==> src/verilog/lce_defs.svh <==
// Constants for the ladder condition evaluator: fields, sizes and depths.
`ifndef LCE_DEFS_SVH
`define LCE_DEFS_SVH

// Program memory address width and the last program address.
`define LCE_PA_W 10
`define LCE_LAST_ADDR 10'h3ff

// Instruction word layout: opcode on top, bit operand address below.
`define LCE_INSTR_W 20
`define LCE_OP_MSB 19
`define LCE_OP_LSB 16
`define LCE_BA_W 16

// Saved-condition buffer: eight entries, count reaches the depth itself.
`define LCE_STK_DEPTH 8
`define LCE_STK_IDX_W 3
`define LCE_STK_CNT_W 4
`define LCE_STK_FULL 4'h8

`endif

==> src/verilog/lce_pkg.sv <==
// Types shared by the ladder condition evaluator modules.
`include "lce_defs.svh"

package lce_pkg;

    // Instruction opcodes held in the top field of a program word.
    typedef enum logic [3:0] {
        OP_NOP = 4'h0,
        OP_LOAD = 4'h1,
        OP_LOAD_INV = 4'h2,
        OP_AND = 4'h3,
        OP_AND_INV = 4'h4,
        OP_OR = 4'h5,
        OP_OR_INV = 4'h6,
        OP_AND_BLK = 4'h7,
        OP_OR_BLK = 4'h8,
        OP_OUT = 4'h9,
        OP_OUT_INV = 4'ha,
        OP_END = 4'hf
    } lce_op_type;

    // Sequencer states.
    typedef enum logic [2:0] {
        ST_SEARCH = 3'b000,
        ST_SCHK = 3'b001,
        ST_FETCH = 3'b010,
        ST_DECODE = 3'b011,
        ST_EXEC = 3'b100,
        ST_NOEND = 3'b101
    } lce_state_type;

    // Whole state of the evaluator core.
    typedef struct packed {
        lce_state_type st;
        logic [`LCE_PA_W-1:0] pc;
        lce_op_type op;
        logic cond;
        logic lineStart;
        logic [`LCE_BA_W-1:0] bitAddr;
        logic bitRdEn;
        logic bitWrEn;
        logic bitWrData;
        logic scanDone;
        logic running;
        logic noEnd;
        logic underflow;
        logic overflow;
    } lce_core_type;

    // Whole state of the saved-condition buffer.
    typedef struct packed {
        logic [`LCE_STK_DEPTH-1:0] mem;
        logic [`LCE_STK_CNT_W-1:0] cnt;
    } lce_stk_type;

endpackage

==> src/verilog/lce_stack_if.sv <==
// Carrier between the evaluator core and its saved-condition buffer.
`timescale 1ns/100ps

interface lce_stack_if;
    logic push;
    logic pop;
    logic clear;
    logic pushBit;
    logic topBit;
    logic empty;
    logic full;

    modport core (
        output push,
        output pop,
        output clear,
        output pushBit,
        input topBit,
        input empty,
        input full
    );

    modport stack (
        input push,
        input pop,
        input clear,
        input pushBit,
        output topBit,
        output empty,
        output full
    );
endinterface
==> src/verilog/lce_cond_stack.sv <==
// Last-in first-out buffer of saved unused execution conditions.
`timescale 1ns/100ps
`include "lce_defs.svh"

module lce_cond_stack
    import lce_pkg::*;
(
    input wire logic mclk,
    input wire logic rst,
    lce_stack_if.stack stk
);

    lce_stk_type s_ff;
    lce_stk_type nxt_s;
    logic [`LCE_STK_IDX_W-1:0] topIdx;

    // Clear wins; a push into a full buffer or a pop from an empty one is
    // dropped here, the core reports it.
    always_comb
    begin
        nxt_s = s_ff;
        if (stk.clear)
        begin
            nxt_s.cnt = '0;
        end
        else if (stk.push && !stk.full)
        begin
            nxt_s.mem[s_ff.cnt[`LCE_STK_IDX_W-1:0]] = stk.pushBit; // RULE_10
            nxt_s.cnt = s_ff.cnt + 4'h1;
        end
        else if (stk.pop && !stk.empty)
        begin
            nxt_s.cnt = s_ff.cnt - 4'h1; // RULE_11
        end
    end

    // State register.
    always_ff @(posedge mclk or posedge rst)
    begin
        if (rst)
            s_ff <= '0;
        else
            s_ff <= nxt_s;
    end

    // The newest entry sits just below the count.
    assign topIdx = s_ff.cnt[`LCE_STK_IDX_W-1:0] - 3'h1;
    assign stk.topBit = stk.empty ? 1'b0 : s_ff.mem[topIdx]; // RULE_11
    assign stk.empty = (s_ff.cnt == 4'h0);
    assign stk.full = (s_ff.cnt == `LCE_STK_FULL);
endmodule

==> src/verilog/lce_evaluator.sv <==
// Ladder condition evaluator: scans program memory, evaluates bit logic.
`timescale 1ns/100ps
`include "lce_defs.svh"

// Overview of operation
// RULE_01 - Execute from address zero to first end instruction, then restart scan.
// RULE_02 - Nothing after the first end instruction is ever executed.
// RULE_03 - With no end instruction in memory the program never runs.
// RULE_04 - End has no operand and acts unconditionally.
// RULE_05 - Mid-line load pushes the current condition, then starts anew.
// RULE_06 - Only a mid-line load saves a condition; first load just replaces.
// RULE_07 - And-block-combine pops newest saved value and ANDs it in.
// RULE_08 - Or-block-combine pops newest saved value and ORs it in.
// RULE_09 - Block combines take no operand, only prior conditions.
// RULE_10 - Buffer holds eight blocks, at least seven pending combines.
// RULE_11 - Buffer is last-in first-out.
// RULE_12 - Immediate combines allow unlimited blocks; buffer stays one deep.
// RULE_13 - Incremental and deferred combining give identical results.
// RULE_14 - Programs keep eight or fewer blocks pending.
// RULE_15 - First load sets condition to operand bit, inverted load to inverse.
// RULE_16 - And instructions AND the condition with the bit or its inverse.
// RULE_17 - Or instructions OR the condition with the bit or its inverse.
// RULE_18 - Output writes the condition to its bit, inverted output complement.
// RULE_19 - Flag error on combine with empty buffer or push beyond depth.

module lce_evaluator
    import lce_pkg::*;
(
    input wire logic mclk,
    input wire logic rst,
    input wire logic progReload,
    output logic [`LCE_PA_W-1:0] progAddr,
    output logic progRdEn,
    input wire logic [`LCE_INSTR_W-1:0] progData,
    output logic [`LCE_BA_W-1:0] bitAddr,
    output logic bitRdEn,
    input wire logic bitRdData,
    output logic bitWrEn,
    output logic bitWrData,
    output logic execCond,
    output logic scanDone,
    output logic running,
    output logic noEndError,
    output logic underflowError,
    output logic overflowError
);

    // ****************************************************************
    // State and buffer
    // ****************************************************************

    lce_core_type s_ff;
    lce_core_type nxt_s;
    lce_op_type progOp;
    logic opBit;
    logic isLoad;
    logic isBlk;

    lce_stack_if stk ();

    lce_cond_stack u_stack (
        .mclk (mclk),
        .rst (rst),
        .stk (stk)
    );

    assign progOp = lce_op_type'(progData[`LCE_OP_MSB:`LCE_OP_LSB]);

    // Operand bit as the instruction sees it; inverted forms have odd-even
    // pairing in the opcode map, so the inverse is picked per opcode.
    always_comb
    begin
        case (s_ff.op)
            OP_LOAD_INV, OP_AND_INV, OP_OR_INV: opBit = ~bitRdData;
            default: opBit = bitRdData;
        endcase
    end

    assign isLoad = (s_ff.op == OP_LOAD) || (s_ff.op == OP_LOAD_INV);
    assign isBlk = (progOp == OP_AND_BLK) || (progOp == OP_OR_BLK);

    // ****************************************************************
    // Sequencer
    // ****************************************************************

    // Program memory reads return one cycle after the address, so every fetch
    // costs a wait state (operand bits return in the same cycle); slow but needs no prefetch logic.
    always_comb
    begin
        nxt_s = s_ff;
        nxt_s.bitRdEn = 1'b0;
        nxt_s.bitWrEn = 1'b0;
        nxt_s.scanDone = 1'b0;
        stk.push = 1'b0;
        stk.pop = 1'b0;
        stk.clear = 1'b0;
        stk.pushBit = s_ff.cond;
        case (s_ff.st)
            ST_SEARCH:
            begin
                nxt_s.st = ST_SCHK;
            end
            ST_SCHK:
            begin
                if (progOp == OP_END)
                begin
                    nxt_s.pc = '0;
                    nxt_s.lineStart = 1'b1;
                    nxt_s.running = 1'b1;
                    nxt_s.st = ST_FETCH;
                end
                else if (s_ff.pc == `LCE_LAST_ADDR)
                begin
                    nxt_s.noEnd = 1'b1; // RULE_03
                    nxt_s.st = ST_NOEND;
                end
                else
                begin
                    nxt_s.pc = s_ff.pc + 10'h1;
                    nxt_s.st = ST_SEARCH;
                end
            end
            ST_FETCH:
            begin
                nxt_s.st = ST_DECODE;
            end
            ST_DECODE:
            begin
                nxt_s.op = progOp;
                nxt_s.pc = s_ff.pc + 10'h1;
                nxt_s.st = ST_FETCH;
                case (progOp)
                    OP_LOAD, OP_LOAD_INV, OP_AND, OP_AND_INV, OP_OR,
                    OP_OR_INV:
                    begin
                        nxt_s.bitAddr = progData[`LCE_BA_W-1:0];
                        nxt_s.bitRdEn = 1'b1;
                        nxt_s.st = ST_EXEC;
                    end
                    OP_AND_BLK, OP_OR_BLK:
                    begin
                        // No operand field is read for combines. RULE_09
                        if (stk.empty)
                            nxt_s.underflow = 1'b1; // RULE_19
                        else
                        begin
                            stk.pop = 1'b1; // RULE_11
                            if (progOp == OP_AND_BLK)
                                nxt_s.cond = s_ff.cond & stk.topBit; // RULE_07
                            else
                                nxt_s.cond = s_ff.cond | stk.topBit; // RULE_08
                        end
                    end
                    OP_OUT, OP_OUT_INV:
                    begin
                        nxt_s.bitAddr = progData[`LCE_BA_W-1:0];
                        nxt_s.bitWrEn = 1'b1;
                        nxt_s.bitWrData = s_ff.cond ^ (progOp == OP_OUT_INV); // RULE_18
                        nxt_s.lineStart = 1'b1;
                    end
                    OP_END:
                    begin
                        // Unconditional: the condition is not consulted. RULE_04
                        nxt_s.pc = '0; // RULE_01 RULE_02
                        nxt_s.lineStart = 1'b1;
                        nxt_s.scanDone = 1'b1;
                        stk.clear = 1'b1;
                    end
                    default:
                    begin
                        nxt_s.st = ST_FETCH;
                    end
                endcase
            end
            ST_EXEC:
            begin
                nxt_s.st = ST_FETCH;
                if (isLoad)
                begin
                    if (!s_ff.lineStart)
                    begin
                        if (stk.full)
                            nxt_s.overflow = 1'b1; // RULE_19
                        else
                            stk.push = 1'b1; // RULE_05 RULE_12 RULE_13
                    end
                    nxt_s.cond = opBit; // RULE_06 RULE_15
                    nxt_s.lineStart = 1'b0;
                end
                else if (s_ff.op == OP_AND || s_ff.op == OP_AND_INV)
                    nxt_s.cond = s_ff.cond & opBit; // RULE_16
                else
                    nxt_s.cond = s_ff.cond | opBit; // RULE_17
            end
            ST_NOEND:
            begin
                nxt_s.st = ST_NOEND;
            end
            default:
            begin
                nxt_s.st = ST_SEARCH;
            end
        endcase
        // A changed program is searched again for its first end instruction.
        if (progReload)
        begin
            nxt_s = '0;
            stk.push = 1'b0;
            stk.pop = 1'b0;
            stk.clear = 1'b1;
        end
    end

    // State register.
    always_ff @(posedge mclk or posedge rst)
    begin
        if (rst)
            s_ff <= '0;
        else
            s_ff <= nxt_s;
    end

    // ****************************************************************
    // Outputs
    // ****************************************************************

    // Program read strobe is combinational; all data outputs are flops.
    assign progAddr = s_ff.pc;
    assign progRdEn = (s_ff.st == ST_SEARCH) || (s_ff.st == ST_FETCH);
    assign bitAddr = s_ff.bitAddr;
    assign bitRdEn = s_ff.bitRdEn;
    assign bitWrEn = s_ff.bitWrEn;
    assign bitWrData = s_ff.bitWrData;
    assign execCond = s_ff.cond;
    assign scanDone = s_ff.scanDone;
    assign running = s_ff.running;
    assign noEndError = s_ff.noEnd;
    assign underflowError = s_ff.underflow;
    assign overflowError = s_ff.overflow;
endmodule

==> config.mk <==
export PLATFORM = sky130hd
export DESIGN_NAME = lce_evaluator
export DESIGN_NICKNAME = d
export VERILOG_FILES = /design/src/verilog/lce_pkg.sv /design/src/verilog/lce_stack_if.sv /design/src/verilog/lce_cond_stack.sv /design/src/verilog/lce_evaluator.sv
export VERILOG_INCLUDE_DIRS = /design/src /design/src/verilog
export SDC_FILE = /design/constraint.sdc
export NUM_CORES = 1
export LEC_CHECK = 0
export ABC_AREA = 1
export BUFFER_PORTS_ARGS = -buffer_cell sky130_fd_sc_hd__buf_4
export CORE_MARGIN = 3
export CORE_UTILIZATION = 40
export CTS_BUF_LIST = sky130_fd_sc_hd__clkbuf_16
export DETAILED_ROUTE_END_ITERATION = 6
export SYNTH_ARGS = -nofsm -noshare
export SYNTH_HDL_FRONTEND = slang
export SYNTH_SLANG_ARGS = --single-unit
==> constraint.sdc <==
create_clock -name mclk -period 2.5 [get_ports mclk]
set_input_delay 0.375 -clock mclk [delete_from_list [all_inputs] [get_ports mclk]]
set_output_delay 0.375 -clock mclk [all_outputs]
set_load 0.005 [all_outputs]
==> flow_summary.toml, run 1 <==
[cts]
post_cts_resized = 0
clock-root-buffer = "clkbuf_16"
cts_tree = "built"
hold_buffers = 0
cts_buffers = 5
htreeDepth = 2
cts_sinks = 55
clk_latency_ns = 0.29
clkTransAtPathRegs_ns = 0.07
post_cts_buffers = 0
clock_path_buffers = 2

[timing]
fin_tns_setup_ns = 0
slew_viol_final = 0
fmax_ghz = 0.449
slew-limit-headroom_pct = 64.8
rsz0062_at_grt = "false"
setup_viol = 0
post-route-min-period_ns = 2.23
fin_skew_ns = 0.00825
worstMarginPinSlew_ns = 0.527
setup_slack_ns = 0.272
post-route-period-util_pct = 89.1
final_hold_viol_count = 0

[floorplanning]
io_pins = 60
die-area_um2 = 9350
die_height_um = 96.7
core_um2 = 7850
initial_core_util_pct = 41.9
std_cell_rows = 32
fp.dieW_um = 96.7

[routing]
drtAntennaViolNets = 0
route.detailed.drc = 0
vias_per_cell = 4.88
drt_iter0_markers = 163
dr.pass1.iters = 4
drt_wl_total_um = 7410
via_count = 2809
routedWlPerCell_um = 12.9

[placement]
placed_area_um2 = 3640
io_buffers = 59
place_ws_ns = 0.273
gp_congestion = 0.886
hpwl_um = 5480

[power_and_ir_drop]
peakVddDrop_v = 0.000325
power.share.combinational_pct = 20.7
p_sw_w = 0.000618
p_leak_nw = 1.94
power_density_nw_per_um2 = 547
clockPowerShare_pct = 33.3
p_seq_share_pct = 46.1
p_int_w = 0.00145
swShare_pct = 29.9

[grt]
antenna_found_initial = 0
grt_overflow = 0
first_global_vias = 2722
grt_pass1_wl_um = 12900
grtUsageTotal_pct = 16.2
grt_max_degree = 34

[yosys]
synth_top_family_by_area = "simple AND/OR/NAND/NOR gates"
ys_ff_latch = 55
synthFlopType = "dfrtp_1"
synthAdderAreaFrac_pct = 2.13
synth_compound_area_share_pct = 8.70
async_flop_share_pct = 100
syn-cell-area_um2 = 3290
synth_edf_count = 0
syn_nets = 469
ys_seq_area_share_pct = 41.8
syn_area_per_cell_um2 = 7.48
synthMuxAreaShare_pct = 0
synthXorXnorAreaFrac_pct = 1.33
syn_inst = 440
yosys_warnings = 0
synth-simple-area-share_pct = 32.3
synth_cell_types = 36

[critical_path]
slowest_delay_ns = 0.43
r2r_slack_ns = 0.27
critical_path.max_fanout = 9
worstSetupEndpointType = "flop"
crit_type = "flop to flop"
path_cells = "inv_1, ha_1, nand2_1, o21ai_0, inv_1, nand2_4, ha_1, a21oi_1, nand2_1, xor2_1, nand2_1, nand2_1, nand2_1, nand2_1"
worst_setup_path_start_kind = "flop"
slowest_stage = "dfrtp_1"
crit_top_cell = "nand2_1"
worstPathArrival_ns = 2.41
cp.required_ns = 2.68

[run_status]
status = "finished clean"

[finish]
fin_nets = 502
syn_to_final_growth_pct = 15.0
fin_area_um2 = 3790
final_layout_size_suffix_gt1_share_pct = 18.1
diodes = 0

[worst_hold_path]
holdCritPathClass = "input port to asynchronous set/reset pin"

[job]
drv_cap = 0
[critical path: cells and delay by family (launching register included)]
| family | cells | cell delay [ns] |
|---|---|---|
| adder cells (fa/ha/maj) | 2 | 0.51 |
| XOR/XNOR | 1 | 0.15 |
| buffers and inverters | 2 | 0.24 |
| AO/OA/AOI/OAI | 2 | 0.30 |
| AND/OR/NAND/NOR | 7 | 0.51 |
| flip-flops | 1 | 0.43 |
[through the flow]
stage / hold WS (ns) / instances / total power (W) / util (%)
4_1_cts: 0.142 / 576 / 0.00211 / 48.2
2_1_floorplan: 0.441 / 440 / 0.00126 / -
3_3_place_gp: 0.446 / 568 / 0.00140 / 46.4
5_1_grt: 0.166 / 576 / 0.00220 / 48.2
6_report: 0.127 / 576 / 0.00207 / 48.2
3_5_place_dp: 0.454 / 568 / 0.00140 / 46.4
[final timing paths]
path | cells after the start | endpoint | startpoint
max reg2reg | 14 | u_stack.s_ff[3] | u_stack.s_ff[1]
min | 2 | bitWrData | rst
min in group mclk | 3 | bitAddr[8] | progData[8]
min reg2reg | 2 | bitAddr[3] | bitAddr[3]
max | 14 | u_stack.s_ff[3] | u_stack.s_ff[1]
max in group asynchronous | 3 | u_stack.s_ff[10] | rst
[layout by cell type (no fill, tap or decap), types with 3 or more instances in the layout]
master,count
o21ai_1,8
o31ai_1,9
xor2_1,3
buf_4,64
dfrtp_1,55
ha_1,4
nor2_4,3
o22ai_1,3
inv_2,3
nand3_1,47
nand4_1,13
nor2_1,44
clkbuf_16,5
o21ai_0,14
inv_1,41
nand2_1,124
a21oi_1,9
[power groups by stage]
stage	Clock [W]	Combinational (W)	Sequential, W
3_3_place_gp	0	0.000430	0.000967
5_1_grt	0.000753	0.000490	0.000957
3_5_place_dp	0	0.000429	0.000970
2_1_floorplan	0	0.000302	0.000961
6_report	0.000689	0.000428	0.000953
4_1_cts	0.000723	0.000432	0.000952
[sequential cells by signal, summed over array words and instances (netlist names), 8 cells and up]
| register | cells |
|---|---|
| s_ff | 8 |
| u_stack.s_ff | 12 |
| bitAddr | 16 |
| progAddr | 10 |
[final cells by class]
type / count / area [um^2]
clock buffers: 5 / 125
clock inverters: 3 / 20.0
fillers: 805 / 4060
inverters: 46 / 173
multi-input cells: 300 / 1460
flip-flops and latches: 55 / 1380
well taps: 102 / 128
repair buffers: 65 / 500
[layer usage]
metal | vias up | global-route usage (%) | share of wire (%)
li1 | 1466 | - | -
met1 | 1269 | 23.5 | 51
met2 | 70 | 24.6 | 43
met3 | 4 | 3.75 | 5.5
met4 | 0 | 4.00 | 0.59
met5 | - | 0 | 0
[synthesized netlist by cell type, types with 2 or more instances]
master	n	share of area (%)
xnor2_1	2	0.53
nand2_1	124	14
o21ai_1	8	1.2
a21oi_1	9	1.4
or2_2	2	0.38
nand3_1	47	7.1
a21o_1	2	0.46
o22ai_1	3	0.57
xor2_1	3	0.80
clkinv_1	2	0.23
buf_6	4	1.4
ha_1	4	1.5
dfrtp_1	55	42
nand4_1	13	2.5
inv_1	42	4.8
buf_4	26	5.9
nand2_2	2	0.38
nor2_4	3	1.0
o31ai_1	9	2.1
inv_2	2	0.23
o21ai_0	14	2.1
clkbuf_1	5	0.57
buf_2	3	0.46
nor2_1	44	5.0
[logic make-up after synthesis]
family / count (synthesis)
adder cells (fa/ha/maj): 5
flip-flops: 55
buffers and inverters: 85
XOR/XNOR: 5
AND/OR/NAND/NOR: 241
AO/OA/AOI/OAI: 49
Note: power is estimated with default switching activity, not from simulation.
==> run 2: changes to the inputs <==
Settings changed: MAX_ROUTING_LAYER from default to met4, RECOVER_POWER from default to 25.
==> run 2 against run 1 <==
Compared with the run above:
- setup slack improved by 0.0015 ns
- combinational power fell by 0.9%
- via count rose by 0.78%
- largest power group unchanged
- critical endpoint unchanged
- hold slack improved by 0.15 ns
- wire length rose by 0.20%
- maximum frequency barely moved
- final cell count did not move
- clock skew fell by 0.0013 ns
- power fell by 0.14%
==> flow_summary.toml, run 2 (synthesis gave the netlist of run 1 again) <==
[grt]
first_global_vias = 2721
grtUsageTotal_pct = 16.7
grt_pass1_wl_um = 12900
grt_overflow = 0
grt_max_degree = 34
antenna_found_initial = 0

[job]
drv_cap = 0

[critical_path]
crit_family = "simple AND/OR/NAND/NOR gates"
cp.required_ns = 2.68
worstSetupEndpointType = "flop"
crit_type = "flop to flop"
slowest_stage = "dfrtp_1"
worst-path-buf-inv = 2
worstPathArrival_ns = 2.41
rr_startpoint = "u_stack.s_ff[1]"
slowest_delay_ns = 0.43
critical_path.max_fanout = 9
worst_setup_path_start_kind = "flop"
crit_top_cell = "nand2_1"
path_cells = "inv_1, ha_1, nand2_1, o21ai_0, inv_1, nand2_4, ha_1, a21oi_1, nand2_1, xor2_1, nand2_1, nand2_1, nand2_1, nand2_1"
startpoint = "u_stack.s_ff[1]"

[routing]
vias_per_cell = 4.91
routedWlPerCell_um = 12.9
route.detailed.drc = 0
via_count = 2831
drt_iter0_markers = 148
drt_wl_total_um = 7430
drtAntennaViolNets = 0
dr.pass1.iters = 5

[cts]
clkTransAtPathRegs_ns = 0.07
cts_sinks = 55
post_cts_resized = 0
cts_buffers = 5
htreeDepth = 2
cts_tree = "built"
post_cts_buffers = 0
hold_buffers = 0
clk_latency_ns = 0.29
clock-root-buffer = "clkbuf_16"
clock_path_buffers = 2

[finish]
fin_nets = 502
final_layout_size_suffix_gt1_share_pct = 17.9
syn_to_final_growth_pct = 14.6
layout_common_cells = "nand2_1 (124), buf_4 (63), dfrtp_1 (55)"
largest_reg_flops = 16
final_core_util_pct = 48.1
diodes = 0
final_common_cell = "nand2_1"

[floorplanning]
initial_core_util_pct = 41.9
std_cell_rows = 32
fp.dieW_um = 96.7
core_um2 = 7850
io_pins = 60
die_height_um = 96.7
die-area_um2 = 9350

[placement]
hpwl_um = 5480
place_ws_ns = 0.273
io_buffers = 59
gp_congestion = 0.901

[timing]
slew-limit-headroom_pct = 41.1
setup_slack_ns = 0.273
final_hold_viol_count = 0
worstMarginPinSlew_ns = 0.882
post-route-period-util_pct = 89.1
post-route-min-period_ns = 2.23
rsz0062_at_grt = "false"
setup_viol = 0
fin_skew_ns = 0.00694
slew_viol_final = 0
fin_tns_setup_ns = 0
fmax_ghz = 0.449

[power_and_ir_drop]
p_leak_nw = 1.93
peakVddDrop_v = 0.000324
power_density_nw_per_um2 = 548

[worst_hold_path]
holdCritPathClass = "input port to asynchronous set/reset pin"

[run_status]
status = "finished clean"
[run 2: final timing paths]
kind                                          to  slack [ns]  cells past startpoint
min in group mclk                     bitAddr[8]        0.32                      3
max in group asynchronous       u_stack.s_ff[10]        0.90                      3
worst max-delay path             u_stack.s_ff[3]        0.27                     14
worst min-delay path                 bitAddr[15]        0.28                      2
worst max register to register   u_stack.s_ff[3]        0.27                     14
worst min register to register        bitAddr[3]        0.48                      2
[run 2: worst reg2reg max path: cells and delay by family, from the launching register on]
kind                       cells  cell delay [ns]
adders and majority gates      2             0.51
DFF                            1             0.43
AOI/OAI and AO/OA              2             0.30
and+or+nand+nor                7             0.51
buffers and inverters          2             0.24
xor gates and xnor gates       1             0.15
[run 2: final cells by class]
cell class                      count  area (um^2)
Clock buffer                        5          125
Clock inverter                      3         20.0
Fill cell                         806         4080
Inverter                           46          173
Multi-Input combinational cell    300         1460
Sequential cell                    55         1380
Tap cell                          102          128
Timing Repair Buffer               65          485
[run 2: report_power, final]
part | leakage (nW) | switching (W) | internal [W]
sequential | 0.759 | 0.0000374 | 0.000915
clock | 0.0658 | 0.000320 | 0.000370
combinational | 1.11 | 0.000261 | 0.000163
total | 1.93 | 0.000618 | 0.00145
[run 2: through the flow]
step,instance area (um^2),hold slack [ns],cells,power [W]
after detailed placement,3640,0.454,568,0.00140
after global placement,3640,0.446,568,0.00140
after floorplan,3290,0.441,440,0.00126
after CTS,3790,0.142,576,0.00211
final,3770,0.276,576,0.00207
after global routing,3770,0.331,576,0.00220
[run 2: layer usage]
layer	vias to the layer above	track usage [%]	routed length, um
met5	-	-	0
met4	0	4.00	42
met3	4	3.60	411
met2	75	24.6	3160
met1	1285	23.5	3810
li1	1467	-	-
==> run 3: changes to the inputs <==
Settings changed: CORE_UTILIZATION 40 to 50, PLACE_DENSITY from default to 0.73.
==> run 3 against run 2 <==
Compared with the run above:
- global-route usage grew 4.5 points
- clock power grew 2%
- clock skew shrank 0.0019 ns
- critical endpoint unchanged
- sequential cell count is the same
- via count grew 1.1%
- critical path type unchanged
- sequential share of layout area grew 0.22 points
==> flow_summary.toml, run 3 (synthesis gave the netlist of run 1 again) <==
[cts]
cts_sinks = 55
clock-root-buffer = "clkbuf_16"
clock_path_buffers = 2
clkTransAtPathRegs_ns = 0.07
htreeDepth = 2
clk_latency_ns = 0.29
cts_buffers = 5
hold_buffers = 0
cts_tree = "built"
post_cts_buffers = 0

[routing]
drtAntennaViolNets = 0
route.detailed.drc = 0
routedWlPerCell_um = 13.5
vias_per_cell = 5.21
via_count = 2863
drt_iter0_markers = 144
dr.pass1.iters = 5
drt_wl_total_um = 7390

[finish]
diodes = 0
largest_reg_flops = 16
final_layout_size_suffix_gt1_share_pct = 17.9
layout_common_cells = "nand2_1 (124), buf_4 (62), dfrtp_1 (55)"
fin_nets = 502
fillers = 588
syn_to_final_growth_pct = 13.9
final_common_cell = "nand2_1"
fin_area_um2 = 3750

[timing]
post-route-min-period_ns = 2.27
fin_skew_ns = 0.00507
worstMarginPinSlew_ns = 1.09
setup_viol = 0
slew_viol_final = 0
final_hold_viol_count = 0
rsz0062_at_grt = "false"
fin_tns_setup_ns = 0
fmax_ghz = 0.441
slew-limit-headroom_pct = 27.3
post-route-period-util_pct = 90.7
hold_ws_ns = 0.213

[job]
drv_cap = 0

[worst_hold_path]
holdCritPathClass = "input port to asynchronous set/reset pin"

[power_and_ir_drop]
peakVddDrop_v = 0.000376
p_leak_nw = 1.92
power_density_nw_per_um2 = 555
totalPowerFinal_w = 0.00208

[critical_path]
critical_path.max_fanout = 24
worstPathArrival_ns = 2.45
worstSetupEndpointType = "flop"
worst_setup_path_start_kind = "flop"
cp.required_ns = 2.68
r2r.worst_path.cells = 13
crit_type = "flop to flop"

[placement]
io_buffers = 59
gp_congestion = 0.873
placed_area_um2 = 3590
hpwl_um = 5510

[run_status]
status = "finished clean"

[floorplanning]
std_cell_rows = 28
io_pins = 60
die_height_um = 87.1
die-area_um2 = 7590
core_um2 = 6130
initial_core_util_pct = 53.7
fp.dieW_um = 87.1

[grt]
first_global_vias = 2711
grt_pass1_wl_um = 12600
grt_overflow = 0
grt_max_degree = 31
antenna_found_initial = 0
grtUsageTotal_pct = 21.2
run 3: final timing paths:
| check | start | slack (ns) | endpoint |
|---|---|---|---|
| max | s_ff[42] | 0.23 | u_stack.s_ff[3] |
| min | rst | 0.21 | progAddr[3] |
| max reg2reg | s_ff[42] | 0.23 | u_stack.s_ff[3] |
| min reg2reg | s_ff[24] | 0.47 | s_ff[24] |
| max in group asynchronous | rst | 0.84 | underflowError |
| min in group mclk | progData[3] | 0.32 | bitAddr[3] |
run 3: report_power, final:
group	total [W]	leakage, nW	switching [W]	internal (W)
clock network	0.000701	0.0700	0.000326	0.000375
logic	0.000427	1.09	0.000259	0.000168
registers	0.000953	0.759	0.0000371	0.000915
run 3: layout make-up:
| type | instances | area, um^2 | area share [%] |
|---|---|---|---|
| well taps | 75 | 93.8 | 2.50 |
| repair buffers | 65 | 480 | 12.8 |
| multi-input cells | 300 | 1480 | 39.4 |
| clock buffers | 5 | 125 | 3.34 |
| clock inverters | 3 | 25.0 | 0.668 |
| flip-flops and latches | 55 | 1380 | 36.7 |
| inverters | 46 | 173 | 4.61 |
run 3: per-stage QoR:
step	setup slack (ns)	utilization, %	instances
detailed placement	0.121	58.6	541
global route	0.0383	61.1	549
floorplan	0.241	-	440
CTS	0.106	61.1	549
finish	0.232	61.1	549
global placement	0.241	58.6	541
run 3: routing by layer:
| layer | up-vias | global-route usage [%] | share of wire [%] |
|---|---|---|---|
| met5 | - | - | 0 |
| met4 | 0 | 5.86 | 1.1 |
| met3 | 5 | 3.12 | 5.2 |
| met2 | 72 | 32.7 | 47 |
| met1 | 1328 | 29.3 | 47 |
| li1 | 1458 | - | - |
run 3: worst max-delay path, stage by stage (launching register included):
cell,delay [ns]
dfrtp_1,0.47
inv_2,0.10
nor3_4,0.21
nand2_2,0.10
nor2_4,0.16
nand2_8,0.14
ha_1,0.35
a21oi_1,0.17
nand2_1,0.10
xor2_1,0.15
nand2_1,0.06
nand2_1,0.05
nand2_1,0.05
nand2_1,0.05
run 3: repair_timing:
action / in CTS / in global routing
endpoints found under the hold margin: 0 / 0
endpoints found under the setup margin: 0 / 1
resized for setup: 0 / 3
